==> config.mk <==
export PLATFORM = sky130hd
export DESIGN_NAME = svtm_top
export DESIGN_NICKNAME = d
export VERILOG_FILES = /design/src/inc/svtm_pkg.sv /design/src/hw/svtm_top.sv
export SDC_FILE = /design/constraint.sdc
export NUM_CORES = 1
export LEC_CHECK = 0
export ABC_CLOCK_PERIOD_IN_PS = 1970
export BUFFER_PORTS_ARGS = -buffer_cell sky130_fd_sc_hd__buf_2
export CAP_MARGIN = 10
export CORE_MARGIN = 8
export CORE_UTILIZATION = 45
export CTS_CLUSTER_DIAMETER = 100
export CTS_CLUSTER_SIZE = 8
export DETAILED_ROUTE_END_ITERATION = 10
export PLACE_DENSITY = 0.77
export SLEW_MARGIN = 20
export SYNTH_ARGS = -nofsm -noshare
export SYNTH_HDL_FRONTEND = slang
export SYNTH_SLANG_ARGS = --single-unit
export TNS_END_PERCENT = 20
==> constraint.sdc <==
create_clock -name aclk -period 1.97 [get_ports aclk]
set_input_delay 0.197 -clock aclk [delete_from_list [all_inputs] [get_ports aclk]]
set_output_delay 0.197 -clock aclk [all_outputs]
set_load 0.01 [all_outputs]
==> src/inc/svtm_pkg.sv <==
// Purpose: shared constants and types of the supply voltage trip monitor
// Assumes: AXI4-Lite register access, 32-bit data, 100 MHz aclk
// Notes: one word per register; narrow registers sit in the low bits
package svtm_pkg;

  localparam int ADDR_W = 4;
  localparam int DATA_W = 32;

  // register byte offsets
  localparam logic [ADDR_W-1:0] CTRL_OFS = 4'h0;
  localparam logic [ADDR_W-1:0] STATUS_OFS = 4'h4;
  localparam logic [ADDR_W-1:0] MASK_OFS = 4'h8;

  // voltage_monitor_control field positions
  localparam int LEVEL_LSB = 0;
  localparam int LEVEL_W = 4;
  localparam int PWR_EN_BIT = 4;
  localparam int REF_STABLE_BIT = 5;
  localparam int BG_STABLE_BIT = 6;
  localparam int DIR_BIT = 7;

  // status and mask field position
  localparam int TRIP_EVENT_BIT = 0;

  // reset values, and the level code that selects the external input
  localparam logic [LEVEL_W-1:0] LEVEL_RST = 4'h5;
  localparam logic PWR_EN_RST = 1'b0;
  localparam logic DIR_RST = 1'b0;
  localparam logic MASK_RST = 1'b0;
  localparam logic [LEVEL_W-1:0] LEVEL_EXTERNAL = 4'hf;

  // reference settling time after power-up, in ns
  localparam int SETTLE_NS = 5000;
  localparam int CLK_PERIOD_NS = 10;
  localparam int SETTLE_CYC =
    (SETTLE_NS + CLK_PERIOD_NS - 1) / CLK_PERIOD_NS;
  localparam int SETTLE_CNT_W = 10;

  // AXI responses
  localparam logic [1:0] RESP_OKAY = 2'h0;
  localparam logic [1:0] RESP_SLVERR = 2'h2;

  // register select codes
  localparam logic [1:0] SEL_CTRL = 2'h0;
  localparam logic [1:0] SEL_STATUS = 2'h1;
  localparam logic [1:0] SEL_MASK = 2'h2;
  localparam logic [1:0] SEL_NONE = 2'h3;

  typedef enum logic [1:0] {
    REF_OFF,
    REF_SETTLE,
    REF_STABLE
  } svtm_ref_state_type;

endpackage

==> src/hw/svtm_top.sv <==
// Purpose: control and status logic of the supply voltage trip monitor
// Assumes: analog comparator and band gap status arrive asynchronously
// Notes: registers reached over AXI4-Lite; one interrupt level output
//
// Overview of operation
// - trip in the selected direction sets the event flag, and the interrupt when the mask bit is set
// - direction bit 7: clear detects falling, set detects rising
// - power enable bit 4 switches the monitor circuitry on or off
// - reference-stable bit 5 reads zero after each power-up until settled
// - no event flag is raised while reference-stable reads zero
// - monitor results are untrusted until reference-stable reads one
// - configuration, enable and reference status live in the control register; event flag and mask have their own
// - level field gives sixteen trip points including external input
// - any reset returns control to reset state, monitor off
// - monitor keeps working while enabled; a trip flags, and wakes only when the mask bit is set
module svtm_top (
  input wire logic aclk,
  input wire logic aresetn,
  // AXI4-Lite write address
  input wire logic awvalid,
  output logic awready,
  input wire logic [svtm_pkg::ADDR_W-1:0] awaddr,
  // AXI4-Lite write data
  input wire logic wvalid,
  output logic wready,
  input wire logic [svtm_pkg::DATA_W-1:0] wdata,
  input wire logic [3:0] wstrb,
  // AXI4-Lite write response
  output logic bvalid,
  input wire logic bready,
  output logic [1:0] bresp,
  // AXI4-Lite read address
  input wire logic arvalid,
  output logic arready,
  input wire logic [svtm_pkg::ADDR_W-1:0] araddr,
  // AXI4-Lite read data
  output logic rvalid,
  input wire logic rready,
  output logic [svtm_pkg::DATA_W-1:0] rdata,
  output logic [1:0] rresp,
  // analog side
  input wire logic supply_above_trip,
  input wire logic bandgap_ready,
  output logic monitor_power_enable,
  output logic trip_direction_select,
  output logic [svtm_pkg::LEVEL_W-1:0] trip_level_select,
  output logic external_trip_input_select,
  // interrupt, also the wake request
  output logic trip_irq
);
  import svtm_pkg::*;

  function automatic logic [1:0] reg_sel(input logic [ADDR_W-1:0] a);
    logic [1:0] s;
    s = SEL_NONE;
    if (a == CTRL_OFS) begin
      s = SEL_CTRL;
    end else if (a == STATUS_OFS) begin
      s = SEL_STATUS;
    end else if (a == MASK_OFS) begin
      s = SEL_MASK;
    end
    return s;
  endfunction

  // bus state
  logic aw_held_q, aw_held_d;
  logic w_held_q, w_held_d;
  logic [ADDR_W-1:0] aw_addr_q, aw_addr_d;
  logic [DATA_W-1:0] w_data_q, w_data_d;
  logic [3:0] w_strb_q, w_strb_d;
  logic bvalid_q, bvalid_d;
  logic [1:0] bresp_q, bresp_d;
  logic rvalid_q, rvalid_d;
  logic [DATA_W-1:0] rdata_q, rdata_d;
  logic [1:0] rresp_q, rresp_d;

  // monitor state
  logic dir_q, dir_d;
  logic pwr_en_q, pwr_en_d;
  logic [LEVEL_W-1:0] level_q, level_d;
  logic flag_q, flag_d;
  logic mask_q, mask_d;
  svtm_ref_state_type ref_q, ref_d;
  logic [SETTLE_CNT_W-1:0] cnt_q, cnt_d;
  logic ext_sel_q, ext_sel_d;
  logic irq_q, irq_d;

  // synchronisers
  logic cmp_meta_q, cmp_sync_q;
  logic bg_meta_q, bg_sync_q;

  // write path
  wire aw_take = awvalid && awready;
  wire w_take = wvalid && wready;
  wire wr_fire = aw_held_q && w_held_q && !bvalid_q;
  wire [1:0] wr_sel = reg_sel(aw_addr_q);
  wire wr_lane0 = wr_fire && w_strb_q[0];
  wire wr_ctrl = wr_lane0 && (wr_sel == SEL_CTRL);
  wire wr_status = wr_lane0 && (wr_sel == SEL_STATUS);
  wire wr_mask = wr_lane0 && (wr_sel == SEL_MASK);

  // read path
  wire ar_take = arvalid && arready;
  wire [1:0] rd_sel = reg_sel(araddr);
  wire ref_stable = (ref_q == REF_STABLE);
  wire [7:0] ctrl_word = {dir_q, bg_sync_q, ref_stable, pwr_en_q,
                          level_q};
  wire [DATA_W-1:0] ctrl_rd = {24'h000000, ctrl_word};
  wire [DATA_W-1:0] status_rd = {31'h00000000, flag_q};
  wire [DATA_W-1:0] mask_rd = {31'h00000000, mask_q};
  wire [DATA_W-1:0] rd_word =
    (rd_sel == SEL_CTRL) ? ctrl_rd :
    (rd_sel == SEL_STATUS) ? status_rd :
    (rd_sel == SEL_MASK) ? mask_rd : 32'h00000000;

  // handshake outputs
  assign awready = !aw_held_q;
  assign wready = !w_held_q;
  assign arready = !rvalid_q;
  assign bvalid = bvalid_q;
  assign bresp = bresp_q;
  assign rvalid = rvalid_q;
  assign rdata = rdata_q;
  assign rresp = rresp_q;

  // analog controls come straight from control flops
  assign monitor_power_enable = pwr_en_q;
  assign trip_direction_select = dir_q;
  assign trip_level_select = level_q;
  // registered so the analog input mux select never glitches
  assign ext_sel_d = (level_d == LEVEL_EXTERNAL);
  assign external_trip_input_select = ext_sel_q;

  // level detect in the chosen direction, gated by a settled reference
  wire trip_cond = dir_q ? cmp_sync_q : !cmp_sync_q;
  wire trip_set = pwr_en_q && ref_stable && trip_cond;
  wire flag_clr = wr_status && w_data_q[TRIP_EVENT_BIT];

  // set wins over a simultaneous software clear
  assign flag_d = trip_set || (flag_q && !flag_clr);
  assign mask_d = wr_mask ? w_data_q[TRIP_EVENT_BIT] : mask_q;
  assign irq_d = flag_d && mask_d;
  assign trip_irq = irq_q;

  // control register writes; read-only bits 5 and 6 ignore writes
  assign dir_d = wr_ctrl ? w_data_q[DIR_BIT] : dir_q;
  assign pwr_en_d = wr_ctrl ? w_data_q[PWR_EN_BIT] : pwr_en_q;
  assign level_d = wr_ctrl ?
    w_data_q[LEVEL_LSB +: LEVEL_W] : level_q;

  // reference settle tracking; any power-down restarts it
  wire cnt_done = (cnt_q == SETTLE_CNT_W'(SETTLE_CYC - 1));

  always_comb begin
    ref_d = ref_q;
    cnt_d = cnt_q;
    case (ref_q)
      REF_OFF: begin
        cnt_d = '0;
        if (pwr_en_q) begin
          ref_d = REF_SETTLE;
        end
      end
      REF_SETTLE: begin
        cnt_d = cnt_q + SETTLE_CNT_W'(1);
        if (!pwr_en_q) begin
          ref_d = REF_OFF;
        end else if (cnt_done) begin
          ref_d = REF_STABLE;
        end
      end
      REF_STABLE: begin
        if (!pwr_en_q) begin
          ref_d = REF_OFF;
        end
      end
      default: begin
        ref_d = REF_OFF;
      end
    endcase
  end

  // bus next state
  always_comb begin
    aw_held_d = aw_held_q;
    aw_addr_d = aw_addr_q;
    w_held_d = w_held_q;
    w_data_d = w_data_q;
    w_strb_d = w_strb_q;
    bvalid_d = bvalid_q;
    bresp_d = bresp_q;
    if (aw_take) begin
      aw_held_d = 1'b1;
      aw_addr_d = awaddr;
    end
    if (w_take) begin
      w_held_d = 1'b1;
      w_data_d = wdata;
      w_strb_d = wstrb;
    end
    if (wr_fire) begin
      aw_held_d = 1'b0;
      w_held_d = 1'b0;
      bvalid_d = 1'b1;
      bresp_d = (wr_sel == SEL_NONE) ? RESP_SLVERR : RESP_OKAY;
    end else if (bvalid_q && bready) begin
      bvalid_d = 1'b0;
    end
  end

  always_comb begin
    rvalid_d = rvalid_q;
    rdata_d = rdata_q;
    rresp_d = rresp_q;
    if (ar_take) begin
      rvalid_d = 1'b1;
      rdata_d = rd_word;
      rresp_d = (rd_sel == SEL_NONE) ? RESP_SLVERR : RESP_OKAY;
    end else if (rvalid_q && rready) begin
      rvalid_d = 1'b0;
    end
  end

  // two-flop synchronisers for asynchronous analog status
  always_ff @(posedge aclk) begin
    if (!aresetn) begin
      cmp_meta_q <= 1'b0;
      cmp_sync_q <= 1'b0;
      bg_meta_q <= 1'b0;
      bg_sync_q <= 1'b0;
    end else begin
      cmp_meta_q <= supply_above_trip;
      cmp_sync_q <= cmp_meta_q;
      bg_meta_q <= bandgap_ready;
      bg_sync_q <= bg_meta_q;
    end
  end

  // monitor registers; reset leaves the monitor off
  always_ff @(posedge aclk) begin
    if (!aresetn) begin
      dir_q <= DIR_RST;
      pwr_en_q <= PWR_EN_RST;
      level_q <= LEVEL_RST;
      flag_q <= 1'b0;
      mask_q <= MASK_RST;
      ref_q <= REF_OFF;
      cnt_q <= '0;
      ext_sel_q <= 1'b0;
      irq_q <= 1'b0;
    end else begin
      dir_q <= dir_d;
      pwr_en_q <= pwr_en_d;
      level_q <= level_d;
      flag_q <= flag_d;
      mask_q <= mask_d;
      ref_q <= ref_d;
      cnt_q <= cnt_d;
      // loaded from the same next values, so no extra cycle of lag
      ext_sel_q <= ext_sel_d;
      irq_q <= irq_d;
    end
  end

  // bus registers
  always_ff @(posedge aclk) begin
    if (!aresetn) begin
      aw_held_q <= 1'b0;
      aw_addr_q <= '0;
      w_held_q <= 1'b0;
      w_data_q <= '0;
      w_strb_q <= '0;
      bvalid_q <= 1'b0;
      bresp_q <= RESP_OKAY;
    end else begin
      aw_held_q <= aw_held_d;
      aw_addr_q <= aw_addr_d;
      w_held_q <= w_held_d;
      w_data_q <= w_data_d;
      w_strb_q <= w_strb_d;
      bvalid_q <= bvalid_d;
      bresp_q <= bresp_d;
    end
  end

  always_ff @(posedge aclk) begin
    if (!aresetn) begin
      rvalid_q <= 1'b0;
      rdata_q <= '0;
      rresp_q <= RESP_OKAY;
    end else begin
      rvalid_q <= rvalid_d;
      rdata_q <= rdata_d;
      rresp_q <= rresp_d;
    end
  end

endmodule // svtm_top

==> metrics.yaml <==
status:
  status: "complete, no violations"
critical_path:
  cp_slowest_stage_delay_ns: 0.59
  cp_top_family: "compound AO/OA/AOI/OAI gates"
  critPathBufInv: 0
  crit_fanout: 8
  r2r_cells: 3
  critical_path_class: "reg2reg"
  end_kind: "flop"
  crit_chain: "nand3b_1 -> o41ai_1 -> a22oi_1"
  reg2reg_to: "trip_irq"
  timing.rr.start: "bvalid"
  cp-start-kind: "flop"
  cp.arrival_ns: 1.72
  crit_required_ns: 2.13
  ff2ff_setup_slack_ns: 0.41
  slowest_stage: "o41ai_1"
power:
  internal_power_mw: 1.63
  powerDensity_nw_per_um2: 811
  p_seq_share_pct: 51.6
  p_clk_share_pct: 40.3
  finalPower_mw: 2.09
  p_sw_mw: 0.464
  share_comb_of_total_power_pct: 8.1
  p_sw_share_pct: 22.1
  p_leak_nw: 1.07
  vdd_drop_max_uv: 585
sta:
  hold_viol_final: 0
  max-slew-margin-rel_pct: 61.7
  max_freq_mhz: 640
  rsz0062_at_grt: "no"
  final-max-slew-violation-count: 0
  setup_tns_ns: 0
  layout_setup_ws_ns: 0.408
  finClkSkew_ns: 0.00333
  fin_crit_sh_pct: 79.3
  worst_pin_slew_ns: 0.573
  setup_viol: 0
  period_minus_slack_ns: 1.56
worst_hold_path:
  min-delay-start: "supply_above_trip"
  hold_path_depth: 2
  whs_endpoint: "cmp_meta_q"
  hp-class: "in2reg"
global_route:
  grt_pass1_wl_um: 7970
  globalRouteOverflowTotal: 0
  antenna_found_initial: 0
  grt_usage_pct: 13.1
  grt_pass1_vias: 1745
  grt_start_max_net_pins: 21
clocking:
  postCtsSetupRepairBufs: 0
  cts_tree: "yes"
  clockBufferDepth: 2
  clk_pin_slew_worst_paths_ns: 0.09
  post_cts_resized: 0
  holdBufCountCts: 0
  clk_latency_ns: 0.30
  cts.sinks: 51
  htree_levels: 2
  cts_root_buf: "clkbuf_8"
  cts_buffers: 5
detailed_routing:
  wl_met1_um: 2160
  viasPerCell: 5.06
  route.met3.wl_um: 513
  ant_nets: 0
  first_iter_violations: 145
  met2_wirelength_um: 2240
  wire_per_inst_um: 14.0
  first_pass_iters: 4
  drc_errors: 0
  routed_wirelength_um: 4970
  highest_layer: "met4"
  via_count: 1803
logic_synthesis:
  ys_seq_elements: 51
  synth_top_area_share_pct: 45.8
  ys_types: 40
  yosysWarnings: 0
  avgSynthCellArea_um2: 9.29
  ys_seq_area_share_pct: 45.8
  netlist_top_cells_area: "dfxtp_1 46%, buf_4 8.8%, mux2i_1 7.6%, nor2_1 5.6%, a32oi_1 2.7%"
  synthCells: 240
  syn_area_um2: 2230
  synth_top_cell_by_area: "dfxtp_1"
place:
  post_dp_cell_area_um2: 2450
  placedCellCount: 348
  place_ws_ns: 0.430
  dpl.hpwl_um: 3700
  io_buffer_count: 46
  routabilityCongestion: 0.764
finish:
  final_nets: 342
  antenna_cells: 0
  design_area_um2: 2580
  layout.cells.non_filler: 356
  area_growth_pct: 15.8
  fillCellCount: 453
  drive_gt1_share_pct: 22.1
die:
  start_util_pct: 46.9
  die-area_um2: 7460
  die_w_um: 86.4
  rows: 25
  core_um2: 4750
  ios: 102
  die_h_um: 86.4
job:
  maxCapViolations: 0
==> logic make-up (layout without fill, tap and decap cells) <==
logic type	Yosys count	in the layout	share of synthesized area, %
muxes	18	18	8.30
DFF	51	51	45.8
and+or+nand+nor	92	92	22.2
xor gates and xnor gates	4	4	1.57
other	1	26	0.168
buffers and inverters	41	65	11.3
AOI/OAI and AO/OA	32	32	10.2
adders and majority gates	1	1	0.561
==> metal layers <==
| layer | vias up | track usage (%) |
|---|---|---|
| met5 | - | 0 |
| met4 | 0 | 4.54 |
| met3 | 6 | 4.82 |
| met2 | 77 | 21.1 |
| met1 | 842 | 15.6 |
| li1 | 878 | - |
==> cell usage after synthesis <==
cell type / count
dfxtp_1: 51
nor2_1: 33
buf_4: 26
mux2i_1: 17
nand2_1: 16
a21oi_1: 11
clkbuf_1: 9
a32oi_1: 7
inv_1: 6
nand2b_1: 6
nor2b_1: 5
or4_1: 5
and2_1: 4
nand3_1: 4
nor3_1: 4
o31ai_1: 4
nand3b_1: 3
nand4_1: 3
a32o_1: 2
nand4b_1: 2
xnor2_1: 2
xor2_1: 2
a2111oi_0: 1
a221oi_1: 1
a22oi_1: 1
and3_1: 1
conb_1: 1
ha_1: 1
mux2_4: 1
nor4_4: 1
nor4b_2: 1
nor4bb_1: 1
o211ai_1: 1
o21ai_0: 1
o21ai_1: 1
o311ai_0: 1
o41ai_1: 1
or3_1: 1
or3b_4: 1
or4b_2: 1
==> metrics by stage <==
step,utilization [%],hold slack [ns]
floorplan,-,0.313
global placement,51.4,0.402
detailed placement,51.4,0.409
CTS,54.3,0.0895
global route,54.3,0.0846
finish,54.3,0.0976
==> layout make-up <==
cell class	count	area [µm²]	share of cell area, %
clock inverter	3	67.6	2.62
clock buffer	5	68.8	2.66
multi-input combinational	173	1050	40.7
inverter	6	22.5	0.872
sequential	51	1020	39.5
timing repair buffer	51	268	10.4
tap	67	83.8	3.25
==> how the worst max path moves through the flow <==
stage,start,end,cells past startpoint
after floorplan,bvalid,external_trip_input_select,3
after global placement,w_strb_q[0],trip_irq,3
after detailed placement,bvalid,monitor_power_enable,4
after CTS,bvalid,trip_direction_select,4
after global routing,w_held_q,trip_direction_select,4
final,bvalid,trip_irq,3
==> sequential cells by signal (all words and copies together), names as in the netlist, 2 cells and up <==
name,cells
rdata,8
aw_addr_q,4
trip_level_select,4
ref_q,2
cnt_q,10
w_data_q,6
==> power by group through the flow <==
stage                     clock network, mW  logic, mW  registers (mW)
after floorplan                           0      0.144            1.10
after global placement                    0      0.162            1.10
after detailed placement                  0      0.166            1.10
after CTS                             0.860      0.167            1.08
after global routing                  0.905      0.186            1.09
final                                 0.844      0.169            1.08
==> placed cells by master (no fill, tap or decap), drive strengths merged, types with 2 or more instances in the layout <==
cell / n
buf: 51
nor2: 33
or4: 5
xnor2: 2
a32o: 2
a21oi: 11
nand4b: 2
conb: 26
nand4: 3
nor3: 4
nor2b: 5
clkbuf: 5
dfxtp: 51
bufinv: 2
a32oi: 7
nand3b: 3
nand2b: 6
xor2: 2
mux2i: 17
inv: 6
and2: 4
o31ai: 4
nand3: 4
o21ai: 2
nand2: 16
(Power assumes the default switching activity.)
